$ cat src/dmau_defines.svh
// constants for the data memory access unit
`ifndef DMAU_DEFINES_SVH
`define DMAU_DEFINES_SVH
`define DMAU_REGFILE_END  16'h0020
`define DMAU_STDIO_END    16'h0060
`define DMAU_EXTIO_END    16'h0200
`define DMAU_SRAM_END     16'h2200
`define DMAU_PTR_X_LO     5'h1a
`define DMAU_PTR_Y_LO     5'h1c
`define DMAU_PTR_Z_LO     5'h1e
`define DMAU_DISP_MAX     6'h3f
`define DMAU_INT_CYCLES   4'h2
`define DMAU_EE_RD_STALL  3'h4
`define DMAU_EE_WR_STALL  3'h2
`define DMAU_EE_PROG_CYC  15'h6700
`define DMAU_ARM_WINDOW   3'h4
`define DMAU_PC_BYTES     4'h3
`define DMAU_EE_AW        12
`endif

$ cat src/dmau_pkg.sv
// types for the data memory access unit
package dmau_pkg;
  typedef enum logic [2:0] {
    DMAU_REGION_REG   = 3'h0,
    DMAU_REGION_STDIO = 3'h1,
    DMAU_REGION_EXTIO = 3'h2,
    DMAU_REGION_SRAM  = 3'h3,
    DMAU_REGION_EXT   = 3'h4,
    DMAU_REGION_NONE  = 3'h5
  } dmau_region_t;
  typedef enum logic [1:0] {
    DMAU_MODE_DIRECT = 2'h0,
    DMAU_MODE_DISP   = 2'h1,
    DMAU_MODE_PREDEC = 2'h2,
    DMAU_MODE_POSTINC = 2'h3
  } dmau_mode_t;
  typedef enum logic [1:0] {
    DMAU_ST_IDLE = 2'b00,
    DMAU_ST_BUSY = 2'b01,
    DMAU_ST_DONE = 2'b11
  } dmau_state_t;
endpackage : dmau_pkg

$ cat src/dmau_top.sv
// data memory access unit: address decode, cycle penalties, eeprom access
`timescale 1ns/1ns
`default_nettype none
`include "dmau_defines.svh"
module dmau_top
  import dmau_pkg::*;
(
  input  wire logic        ref_clk,
  input  wire logic        rst_n,
  input  wire logic        acc_req,
  input  wire logic        acc_we,
  input  wire logic        acc_io_short,
  input  wire logic        acc_stack_pc,
  input  wire logic [1:0]  acc_mode,
  input  wire logic [15:0] acc_addr,
  input  wire logic [15:0] acc_ptr,
  input  wire logic [5:0]  acc_disp,
  input  wire logic [4:0]  acc_ptr_lo,
  input  wire logic        ext_mem_enable,
  input  wire logic [1:0]  ext_wait_sel,
  input  wire logic        ee_osc_tick,
  input  wire logic        eeprom_write_arm,
  input  wire logic        eeprom_write_start,
  input  wire logic        eeprom_read_en,
  input  wire logic [11:0] eeprom_addr_reg,
  input  wire logic [7:0]  eeprom_data_wr,
  input  wire logic        eeprom_data_load,
  input  wire logic [7:0]  ee_array_rdata,
  output logic [15:0] eff_addr_q,
  output logic [2:0]  region_q,
  output logic        acc_fault_q,
  output logic [15:0] ptr_new_q,
  output logic        ptr_we_q,
  output logic [4:0]  ptr_sel_q,
  output logic        cpu_stall_q,
  output logic        ext_write_strobe_pin,
  output logic        ext_read_strobe_pin,
  output logic        ext_sel_q,
  output logic        eeprom_busy_q,
  output logic [7:0]  eeprom_data_reg,
  output logic        eeprom_write_arm_q,
  output logic        ee_array_we_q,
  output logic [11:0] ee_array_addr_q,
  output logic [7:0]  ee_array_wdata_q
);
  // ******************************
  // address formation
  // ******************************
  logic [15:0] ptr_dec;
  logic [15:0] ptr_inc;
  logic [15:0] addr_eff;
  logic        ptr_upd;
  assign ptr_dec  = acc_ptr - 16'h0001;
  assign ptr_inc  = acc_ptr + 16'h0001;
  assign addr_eff = (acc_mode == DMAU_MODE_DISP)   ? acc_ptr + {10'h000, acc_disp} :
                    (acc_mode == DMAU_MODE_PREDEC) ? ptr_dec :
                    (acc_mode == DMAU_MODE_POSTINC) ? acc_ptr : acc_addr;
  assign ptr_upd  = (acc_mode == DMAU_MODE_PREDEC) || (acc_mode == DMAU_MODE_POSTINC);

  // ******************************
  // region decode
  // ******************************
  logic         is_reg;
  logic         is_std;
  logic         is_xio;
  logic         is_sram;
  logic         is_ext;
  logic         internal;
  logic         fault;
  dmau_region_t region;
  assign is_reg   = addr_eff < `DMAU_REGFILE_END;
  assign is_std   = !is_reg && addr_eff < `DMAU_STDIO_END;
  assign is_xio   = addr_eff >= `DMAU_STDIO_END && addr_eff < `DMAU_EXTIO_END;
  assign is_sram  = addr_eff >= `DMAU_EXTIO_END && addr_eff < `DMAU_SRAM_END;
  assign is_ext   = addr_eff >= `DMAU_SRAM_END && ext_mem_enable;
  assign internal = addr_eff < `DMAU_SRAM_END;
  logic         ptr_bad;
  // displacement reaches only y or z; the stepping modes need x, y or z
  assign ptr_bad  = (acc_mode == DMAU_MODE_DISP) ?
                    (acc_ptr_lo != `DMAU_PTR_Y_LO && acc_ptr_lo != `DMAU_PTR_Z_LO) :
                    (ptr_upd && acc_ptr_lo != `DMAU_PTR_X_LO &&
                     acc_ptr_lo != `DMAU_PTR_Y_LO && acc_ptr_lo != `DMAU_PTR_Z_LO);
  // short i/o opcodes cannot see extended i/o; flagged, not routed
  assign fault    = (acc_io_short && is_xio) || (!internal && !ext_mem_enable) ||
                    ptr_bad;
  assign region   = fault   ? DMAU_REGION_NONE  :
                    is_ext  ? DMAU_REGION_EXT   :
                    is_sram ? DMAU_REGION_SRAM  :
                    is_xio  ? DMAU_REGION_EXTIO :
                    is_std  ? DMAU_REGION_STDIO : DMAU_REGION_REG;

  // ******************************
  // access timing
  // ******************************
  logic [3:0] extra;
  logic [3:0] acc_cycles;
  logic [3:0] wait_add;
  logic [3:0] acc_cnt_q;
  logic       ext_acc;
  assign ext_acc  = acc_req && is_ext && !fault;
  // one extra per byte without waits; with waits, waits+1 for one byte, the pc bytes plus twice the waits for a pc
  assign wait_add = (ext_wait_sel == 2'h0) ? 4'h1 : {2'h0, ext_wait_sel} + 4'h1;
  assign extra    = acc_stack_pc ?
                    ((ext_wait_sel == 2'h0) ? `DMAU_PC_BYTES :
                     {1'b0, ext_wait_sel, 1'b0} + `DMAU_PC_BYTES) : wait_add;
  assign acc_cycles = ext_acc ? `DMAU_INT_CYCLES + extra - 4'h1 : `DMAU_INT_CYCLES - 4'h1;

  logic        acc_busy;
  logic        acc_take;
  logic [3:0]  acc_cnt_d;
  logic        ext_sel_d;
  logic [15:0] ptr_new_d;
  assign acc_busy  = acc_cnt_q != 4'h0;
  assign acc_take  = acc_req && !acc_busy;
  assign acc_cnt_d = acc_busy ? acc_cnt_q - 4'h1 :
                     acc_take ? acc_cycles : 4'h0;
  // select held for the whole access, dropped once idle
  assign ext_sel_d = acc_busy ? ext_sel_q : ext_acc;
  assign ptr_new_d = (acc_mode == DMAU_MODE_PREDEC) ? ptr_dec : ptr_inc;

  // ******************************
  // access capture
  // ******************************
  always_ff @(posedge ref_clk) begin
    if (!rst_n) begin
      acc_cnt_q <= 4'h0;
    end else begin
      acc_cnt_q <= acc_cnt_d;
    end
  end

  always_ff @(posedge ref_clk) begin
    if (!rst_n) begin
      eff_addr_q <= 16'h0000;
    end else if (acc_take) begin
      eff_addr_q <= addr_eff;
    end
  end

  always_ff @(posedge ref_clk) begin
    if (!rst_n) begin
      region_q <= 3'h0;
    end else if (acc_take) begin
      region_q <= region;
    end
  end

  always_ff @(posedge ref_clk) begin
    if (!rst_n) begin
      acc_fault_q <= 1'b0;
    end else if (acc_take) begin
      acc_fault_q <= fault;
    end
  end

  always_ff @(posedge ref_clk) begin
    if (!rst_n) begin
      ptr_new_q <= 16'h0000;
    end else if (acc_take) begin
      ptr_new_q <= ptr_new_d;
    end
  end

  always_ff @(posedge ref_clk) begin
    if (!rst_n) begin
      ptr_sel_q <= 5'h00;
    end else if (acc_take) begin
      ptr_sel_q <= acc_ptr_lo;
    end
  end

  // a refused pointer is not written back
  always_ff @(posedge ref_clk) begin
    if (!rst_n) begin
      ptr_we_q <= 1'b0;
    end else begin
      ptr_we_q <= acc_take && ptr_upd && !ptr_bad;
    end
  end

  always_ff @(posedge ref_clk) begin
    if (!rst_n) begin
      ext_sel_q <= 1'b0;
    end else begin
      ext_sel_q <= ext_sel_d;
    end
  end

  // ******************************
  // external strobes
  // ******************************
  // strobes only move for external accesses
  always_ff @(posedge ref_clk) begin
    if (!rst_n) begin
      ext_write_strobe_pin <= 1'b0;
    end else begin
      ext_write_strobe_pin <= ext_sel_d && acc_we;
    end
  end

  always_ff @(posedge ref_clk) begin
    if (!rst_n) begin
      ext_read_strobe_pin <= 1'b0;
    end else begin
      ext_read_strobe_pin <= ext_sel_d && !acc_we;
    end
  end

  // ******************************
  // eeprom access
  // ******************************
  logic [2:0]  arm_cnt_q;
  logic [2:0]  arm_cnt_d;
  logic        arm_d;
  logic [2:0]  stall_cnt_q;
  logic        wr_go;
  logic        rd_go;
  logic        tmr_busy;
  logic [7:0]  data_reg_d;
  assign wr_go = eeprom_write_start && eeprom_write_arm_q && !tmr_busy;
  assign rd_go = eeprom_read_en && !tmr_busy;

  dmau_ee_timer u_timer (
    .ref_clk  (ref_clk),
    .rst_n    (rst_n),
    .start    (wr_go),
    .osc_tick (ee_osc_tick),
    .busy_q   (tmr_busy),
    .done_q   ()
  );

  // ******************************
  // eeprom arming
  // ******************************
  assign arm_cnt_d = eeprom_write_arm ? `DMAU_ARM_WINDOW :
                     (arm_cnt_q != 3'h0 && !wr_go) ? arm_cnt_q - 3'h1 : 3'h0;
  assign arm_d     = eeprom_write_arm ||
                     (arm_cnt_q != 3'h0 && !wr_go && arm_cnt_q != 3'h1);
  always_ff @(posedge ref_clk) begin
    if (!rst_n) begin
      arm_cnt_q <= 3'h0;
    end else begin
      arm_cnt_q <= arm_cnt_d;
    end
  end

  always_ff @(posedge ref_clk) begin
    if (!rst_n) begin
      eeprom_write_arm_q <= 1'b0;
    end else begin
      eeprom_write_arm_q <= arm_d;
    end
  end

  // ******************************
  // eeprom busy
  // ******************************
  // write-start bit reads back as busy until programming ends
  always_ff @(posedge ref_clk) begin
    eeprom_busy_q <= tmr_busy || wr_go;
  end

  // ******************************
  // eeprom stall
  // ******************************
  always_ff @(posedge ref_clk) begin
    if (!rst_n) begin
      stall_cnt_q <= 3'h0;
      cpu_stall_q <= 1'b0;
    end else if (rd_go) begin
      stall_cnt_q <= `DMAU_EE_RD_STALL - 3'h1;
      cpu_stall_q <= 1'b1;
    end else if (wr_go) begin
      stall_cnt_q <= `DMAU_EE_WR_STALL - 3'h1;
      cpu_stall_q <= 1'b1;
    end else if (stall_cnt_q != 3'h0) begin
      stall_cnt_q <= stall_cnt_q - 3'h1;
      cpu_stall_q <= 1'b1;
    end else begin
      cpu_stall_q <= acc_busy;
    end
  end

  // ******************************
  // eeprom array
  // ******************************
  // one-byte array port; data register also takes cpu writes
  assign data_reg_d = rd_go ? ee_array_rdata :
                      eeprom_data_load ? eeprom_data_wr : eeprom_data_reg;
  always_ff @(posedge ref_clk) begin
    if (!rst_n) begin
      eeprom_data_reg <= 8'h00;
    end else begin
      eeprom_data_reg <= data_reg_d;
    end
  end

  always_ff @(posedge ref_clk) begin
    if (!rst_n) begin
      ee_array_we_q <= 1'b0;
    end else begin
      ee_array_we_q <= wr_go;
    end
  end

  always_ff @(posedge ref_clk) begin
    if (!rst_n) begin
      ee_array_addr_q <= 12'h000;
    end else if (wr_go || rd_go) begin
      ee_array_addr_q <= eeprom_addr_reg;
    end
  end

  always_ff @(posedge ref_clk) begin
    if (!rst_n) begin
      ee_array_wdata_q <= 8'h00;
    end else if (wr_go || rd_go) begin
      ee_array_wdata_q <= eeprom_data_reg;
    end
  end
endmodule : dmau_top
`default_nettype wire

$ cat src/dmau_ee_timer.sv
// self-timed eeprom programming counter on the rc oscillator tick
`timescale 1ns/1ns
`default_nettype none
`include "dmau_defines.svh"
module dmau_ee_timer
  import dmau_pkg::*;
(
  input  wire logic ref_clk,
  input  wire logic rst_n,
  input  wire logic start,
  input  wire logic osc_tick,
  output logic      busy_q,
  output logic      done_q
);
  logic [14:0] cnt_q;
  logic        last;
  assign last = (cnt_q == `DMAU_EE_PROG_CYC - 15'h0001);
  // reset does not abort a write already counting
  always_ff @(posedge ref_clk) begin
    if (rst_n || busy_q) begin
      done_q <= busy_q && osc_tick && last;
      if (start && !busy_q) begin
        busy_q <= 1'b1;
        cnt_q  <= 15'h0000;
      end else if (busy_q && osc_tick) begin
        cnt_q  <= last ? 15'h0000 : cnt_q + 15'h0001;
        if (last) busy_q <= 1'b0;
      end
    end else begin
      cnt_q  <= 15'h0000;
      busy_q <= 1'b0;
      done_q <= 1'b0;
    end
  end
endmodule : dmau_ee_timer
`default_nettype wire

$ cat config.mk
export PLATFORM = sky130hd
export DESIGN_NAME = dmau_top
export DESIGN_NICKNAME = d
export VERILOG_FILES = /design/src/dmau_pkg.sv /design/src/dmau_top.sv /design/src/dmau_ee_timer.sv
export VERILOG_INCLUDE_DIRS = /design/src /design/src/src
export SDC_FILE = /design/constraint.sdc
export NUM_CORES = 1
export LEC_CHECK = 0
export ABC_AREA = 1
export BUFFER_PORTS_ARGS = -buffer_cell sky130_fd_sc_hd__buf_2
export CAP_MARGIN = 20
export CORE_AREA = 2 2 115 117
export DETAILED_ROUTE_END_ITERATION = 12
export DIE_AREA = 0 0 117 119
export PLACE_DENSITY_LB_ADDON = 0.08
export SYNTH_ARGS = -nofsm -noshare
export SYNTH_HDL_FRONTEND = slang
export SYNTH_SLANG_ARGS = --single-unit
$ cat constraint.sdc
create_clock -name ref_clk -period 2.1 [get_ports ref_clk]
set_input_delay 0.105 -clock ref_clk [delete_from_list [all_inputs] [get_ports ref_clk]]
set_output_delay 0.105 -clock ref_clk [all_outputs]
set_load 0.02 [all_outputs]
=== Yosys cells after proc, flatten, opt, wreduce, memory -nomap -nowiden ===
Index checks and enable logic that the tools add are counted.

* Register bits: 103
* Input bits: 87
* Logic and storage cells: 135

* Add/subtract/negate cells: 11
* Magnitude comparators: 7
* Equality and inequality tests: 8
* Muxes and demuxes: 31
* Bitwise gates (word level): 3
* Reduce and logical (&&, ||, !) cells: 52

{| class="wikitable"
|+ Operators with widths
! kind !! number
|-
| 2-to-1 mux 16 bit || 4
|-
| logical AND 1 bit || 24
|-
| 2-to-1 mux 4 bit || 5
|-
| adder 16 x 1 -> 16 bit, second input constant || 1
|-
| adder 16 x 6 -> 16 bit || 1
|-
| >= comparator 16 x 10 -> 1 bit, second input constant || 1
|-
| >= comparator 16 x 14 -> 1 bit, second input constant || 1
|-
| >= comparator 16 x 7 -> 1 bit, second input constant || 1
|-
| less-than comparator 16 x 10 -> 1 bit, second input constant || 1
|-
| less-than comparator 16 x 14 -> 1 bit, second input constant || 1
|-
| less-than comparator 16 x 6 -> 1 bit, second input constant || 1
|-
| less-than comparator 16 x 7 -> 1 bit, second input constant || 1
|-
| 2-to-1 mux 8 bit || 2
|-
| subtractor 16 x 1 -> 16 bit, second input constant || 1
|-
| adder 15 x 1 -> 15 bit, second input constant || 1
|-
| equality test 15 bit, second input constant || 1
|-
| 2-to-1 mux 15 bit || 1
|-
| 2-to-1 mux 3 bit || 5
|-
| inequality test 5 bit, second input constant || 3
|-
| 2-to-1 mux 2 bit || 5
|-
| zero test 1 bit || 9
|-
| 2-to-1 mux 1 bit || 9
|-
| nonzero test 3 bit || 3
|-
| subtractor 4 x 1 -> 4 bit, second input constant || 2
|-
| other kinds (15) || 28
|}

=== Longest topological paths before layout ===
* Word-level depth: 14
* Gate-level depth with buffers: 20

=== Hierarchy ===
From an unflattened synthesis, not the netlist that was laid out.

* Cells, all modules: 944
* Area, all modules: 6351.1 µm²

{| class="wikitable"
|+ Modules (own cells, without submodules)
! module !! times used !! cells an instance !! area each (µm²) !! sequential area each (µm²)
|-
| dmau_top || 1 || 820 || 5455.2 || 1741.7
|-
| dmau_ee_timer || 1 || 124 || 895.9 || 340.3
|}

=== Worst setup path before layout ===
No wires, ideal clock.

* Path type: in2reg
* Start point: in acc_ptr[0]
* End point: reg acc_cnt_q[0]
* Data arrival time: 1.951 ns
* Slack: 0.017 ns
* Cell stages on the path: 18
* Cells stage by stage: ha_1 fa_1 nand3_1 nand3_1 nand3_1 nand2_1 nand2_1 nand3_1 nand2_1 nand2_1 nor2_1 nand2_2 nand3_2 nand2_2 nor2_4 nand3_1 nand2_1 a21oi_1

* Cells in the longest elaborated chain, start to end: 13
* Elaborated cells between the ends (all ways): 22

{| class="wikitable"
|+ Ends and longest elaborated chain
! element !! line !! RTL
|-
| start: declaration || dmau_top.sv:16 || <nowiki>input wire logic [15:0] acc_ptr,</nowiki>
|-
| subtractor 16 x 1 -> 16 bit or 2-to-1 mux 16 bit (tied branches) || dmau_top.sv:53, dmau_top.sv:57 ||
|-
| 2-to-1 mux 16 bit || dmau_top.sv:56 || <nowiki>(acc_mode == DMAU_MODE_PREDEC) ? ptr_dec :</nowiki>
|-
| 2-to-1 mux 16 bit * || dmau_top.sv:55 || <nowiki>assign addr_eff = (acc_mode == DMAU_MODE_DISP) ? acc_ptr + {10'h000, acc_disp} :</nowiki>
|-
| >= comparator 16 x 7 -> 1 bit (no source line) (tied with other cells) || -- ||
|-
| logical AND 1 bit (no source line) or zero test 1 bit (tied branches) || -- ||
|-
| logical AND 1 bit || dmau_top.sv:84 || <nowiki>assign fault = (acc_io_short && is_xio) || (!internal && !ext_mem_enable) ||</nowiki>
|-
| logical OR 1 bit (2 in a row) || dmau_top.sv:84 ||
|-
| zero test 1 bit || dmau_top.sv:100 || <nowiki>assign ext_acc = acc_req && is_ext && !fault;</nowiki>
|-
| logical AND 1 bit * || dmau_top.sv:100 ||
|-
| 2-to-1 mux 4 bit * || dmau_top.sv:106 || <nowiki>assign acc_cycles = ext_acc ? `DMAU_INT_CYCLES + extra - 4'h1 : `DMAU_INT_CYCLES - 4'h1;</nowiki>
|-
| 2-to-1 mux 4 bit * || dmau_top.sv:116 || <nowiki>acc_take ? acc_cycles : 4'h0;</nowiki>
|-
| 2-to-1 mux 4 bit * || dmau_top.sv:115 || <nowiki>assign acc_cnt_d = acc_busy ? acc_cnt_q - 4'h1 :</nowiki>
|-
| end signal: assignment || dmau_top.sv:128 || <nowiki>acc_cnt_q <= acc_cnt_d;</nowiki>
|-
| end: declaration || dmau_top.sv:98 || <nowiki>logic [3:0] acc_cnt_q;</nowiki>
|}

Every way passes the cells marked *; elsewhere a longest branch is shown, timed or not.
A chain may end at the register's enable or synchronous reset.

=== Final worst setup path ===
* Start point: in acc_ptr[0]
* End point: reg ptr_new_q[13]

* Cells in the longest elaborated chain, start to end: 2
* Elaborated cells between the ends (all ways): 3

{| class="wikitable"
|+ Ends and longest elaborated chain
! element !! line !! RTL
|-
| adder 16 x 1 -> 16 bit or subtractor 16 x 1 -> 16 bit (tied branches) || dmau_top.sv:54, dmau_top.sv:53 ||
|-
| 2-to-1 mux 16 bit * || dmau_top.sv:119 || <nowiki>assign ptr_new_d = (acc_mode == DMAU_MODE_PREDEC) ? ptr_dec : ptr_inc;</nowiki>
|-
| end signal: assignment || dmau_top.sv:160 || <nowiki>ptr_new_q <= ptr_new_d;</nowiki>
|-
| end: declaration || dmau_top.sv:32 || <nowiki>output logic [15:0] ptr_new_q,</nowiki>
|}

Marks and branches as above.

==> results.json <==
{
  "coreArea_um2": 12900,
  "period_minus_slack_ns": 1.99,
  "multiInputGateArea_um2": 3500,
  "required_ns": 2.31,
  "final.fill_count": 1217,
  "reg.largest.list": "eff_addr_q: 16 flops, ptr_new_q: 16 flops, u_timer.cnt_q: 15 flops",
  "synthToLayoutAreaGrowth_pct": 37.6,
  "fin_cells": 1330,
  "dp.cells": 1293,
  "critPathArrivalTime_ns": 2.19,
  "first_iter_violations": 497,
  "grt_pass1_vias": 6125,
  "skew_ns": 0.00668,
  "clkLatencyLatePin_ns": 0.35,
  "slowest_stage": "o211ai_1",
  "r2r_cells": 11,
  "postRouteWirelength_mm": 18.3,
  "drive_above_1_share": 0.298,
  "grt_pass1_wl_mm": 28.7,
  "synth-seq-area-share": 0.345,
  "synthCells": 900,
  "post_drt_wl_per_cell_um": 13.7,
  "antenna_found_initial": 0,
  "cp_slowest_stage_delay_ns": 0.25,
  "combPwrFrac": 0.390,
  "worst-path-max-fanout": 3,
  "hold_path_class": "in2reg",
  "clockRootBuffer": "clkbuf_16",
  "dieArea_um2": 13900,
  "hold_viol_final": 0,
  "p_per_area_nw_per_um2": 827,
  "ir_worst_vdd_mv": 0.391,
  "post-place-ws_ns": -0.420,
  "num_rows": 42,
  "rr_startpoint": "u_timer.cnt_q[1]",
  "grt_max_degree": 47,
  "cts_buffer_depth": 2,
  "seqPwrFrac": 0.380,
  "layout_common_cells": "nand2_1 (164), buf_2 (163), inv_1 (110)",
  "sw_frac_of_total": 0.379,
  "netSwitchingPower_uw": 2580,
  "timing.hold.ws_ns": 0.0118,
  "nets": 1257,
  "post-route-util": 0.639,
  "numCtsBuffers": 9,
  "avgSynthCellArea_um2": 6.65,
  "r2r-end": "u_timer.cnt_q[12]",
  "endpoint_kind": "flop",
  "status": "complete, no violations",
  "routabilityCongestion": 0.945,
  "min_path_cells": 3,
  "vias": 6731,
  "drtPass1Iterations": 6,
  "cts.reportedPaths.clkPinSlew_ns": 0.07,
  "cts_num_sinks": 103,
  "fp.dieW_um": 117,
  "p_leak_uw": 0.00411,
  "initial_utilization": 0.465,
  "vias_per_cell": 5.06,
  "grt_remaining_overflow": 0,
  "r2r_setup_slack_ns": 0.29,
  "io_buffers": 163,
  "detailed_place_hpwl_mm": 14.0,
  "ys_ff_latch": 103,
  "ys_warn_count": 0,
  "synth_nets": 1007,
  "slew_headroom": 0.645,
  "crit_type": "in2reg",
  "fin_crit_sh": 0.945,
  "syn_area_um2": 5980,
  "drv_slew": 0,
  "setup_viol": 0,
  "pwr-share-clk": 0.230,
  "p_int_uw": 4230,
  "n_antenna_cell": 0,
  "fmax_mhz": 504,
  "worstHoldStart": "eeprom_addr_reg[5]",
  "min_to": "ee_array_addr_q[5]",
  "drc": 0,
  "startpoint_type": "input pin",
  "ant_nets": 0,
  "seqCellArea_um2": 2060,
  "worst_slew_pin_slew_ns": 0.532,
  "cts_tree": "built",
  "layout_commonest_cell": "nand2_1",
  "grt_usage": 0.260,
  "ios": 164,
  "fin_ws_ns": 0.115,
  "path_cells": "buf_2 -> buf_4 -> clkinvlp_4 -> buf_4 -> nor3_1 -> inv_1 -> nor2_1 -> inv_1 -> nor3_1 -> nand2_1 -> inv_2 -> nand3_1 -> xor2_1 -> o211ai_1 -> a21oi_1",
  "maxCapViolations": 0,
  "synth_cell_types": 43,
  "die_height_um": 119,
  "htreeDepth": 3
}
[cell type report]
cell class | instances | area share
Multi-Input combinational cell | 644 | 0.425
Sequential cell | 103 | 0.251
Tap cell | 176 | 0.0268
Clock buffer | 10 | 0.0290
Clock inverter | 5 | 0.00395
Inverter | 120 | 0.0552
Timing Repair Buffer | 272 | 0.209
[kinds of logic after synthesis]
kind of cell,count (synthesis),share of synthesized area
simple gates,405,0.300
fa+ha+maj,20,0.0431
xor+xnor,16,0.0234
buf+inv,153,0.0998
mux,1,0.00167
compound gates,202,0.188
flops,103,0.345
[synthesized netlist by cell type, drive strengths merged]
cell type    n  share of area
o22ai        2         0.0021
a211oi       2         0.0025
nand2      180           0.12
nor3b        2         0.0025
ha          19          0.040
nor4         2         0.0021
nor2       120          0.085
or2          5         0.0052
o211ai      17          0.021
xor2        12          0.018
o21bai       5         0.0063
clkbuf      22          0.014
a21o         1         0.0013
o21ai       97          0.081
nand3b       1         0.0013
a31o         2         0.0029
and2         2         0.0021
dfxtp      103           0.34
nand4       11          0.012
a221oi       3         0.0044
inv        120          0.075
xnor2        4         0.0059
nand3       72          0.063
fa           1         0.0033
buf         11          0.011
or4          1         0.0013
mux2i        1         0.0017
a21oi       60          0.050
o311ai       1         0.0015
nor3         7         0.0059
o21a         2         0.0025
a21boi       1         0.0013
o221a        1         0.0019
a31oi        8         0.0084
and3         2         0.0021
[worst max-delay path, delay by kind of cell]
family          cells  cell delay [ns]
buf+inv             7             0.80
simple gates        5             0.77
xor+xnor            1             0.16
compound gates      2             0.35
[per-stage QoR]
stage	total power, uW	area [um^2]	TNS [ns]
floorplan	4250	5980	0
global placement	5170	7570	-3.43
detailed placement	5190	7570	-4.13
finish	6800	8230	0
global route	7260	8230	-0.141
CTS	6800	8030	0
[per-layer routing]
layer	wire length [um]	part of all wire	GRT usage	up-vias
li1	-	-	-	3452
met1	7920	0.43	0.334	3023
met2	8750	0.48	0.426	223
met3	1050	0.057	0.0300	33
met4	562	0.031	0.131	0
met5	0	0	0	-
[power by group through the flow]
| stage | registers, uW | logic, uW | clock network, uW |
|---|---|---|---|
| after floorplan | 2940 | 1310 | 0 |
| after global placement | 2620 | 2550 | 0 |
| after detailed placement | 2630 | 2570 | 0 |
| after CTS | 2590 | 2610 | 1600 |
| after global routing | 2640 | 2950 | 1680 |
| final | 2590 | 2650 | 1560 |
[timing repair]
item	in CTS	in global routing
setup endpoints to repair	7	13
hold buffers	19	0
setup buffers	0	3
resized for setup	1	38
hold endpoints to repair	20	0
pin swaps	0	5
[worst max path at each step]
stage,startpoint,end,cells past startpoint
after floorplan,acc_ptr[0],acc_cnt_q[0],18
after global placement,acc_ptr[0],acc_cnt_q[0],19
after detailed placement,acc_ptr[0],acc_cnt_q[0],19
after CTS,acc_ptr[0],acc_cnt_q[0],19
after global routing,acc_ptr[0],ptr_new_q[13],15
final,acc_ptr[0],ptr_new_q[13],15
Note: power is estimated with default switching activity, not from simulation.
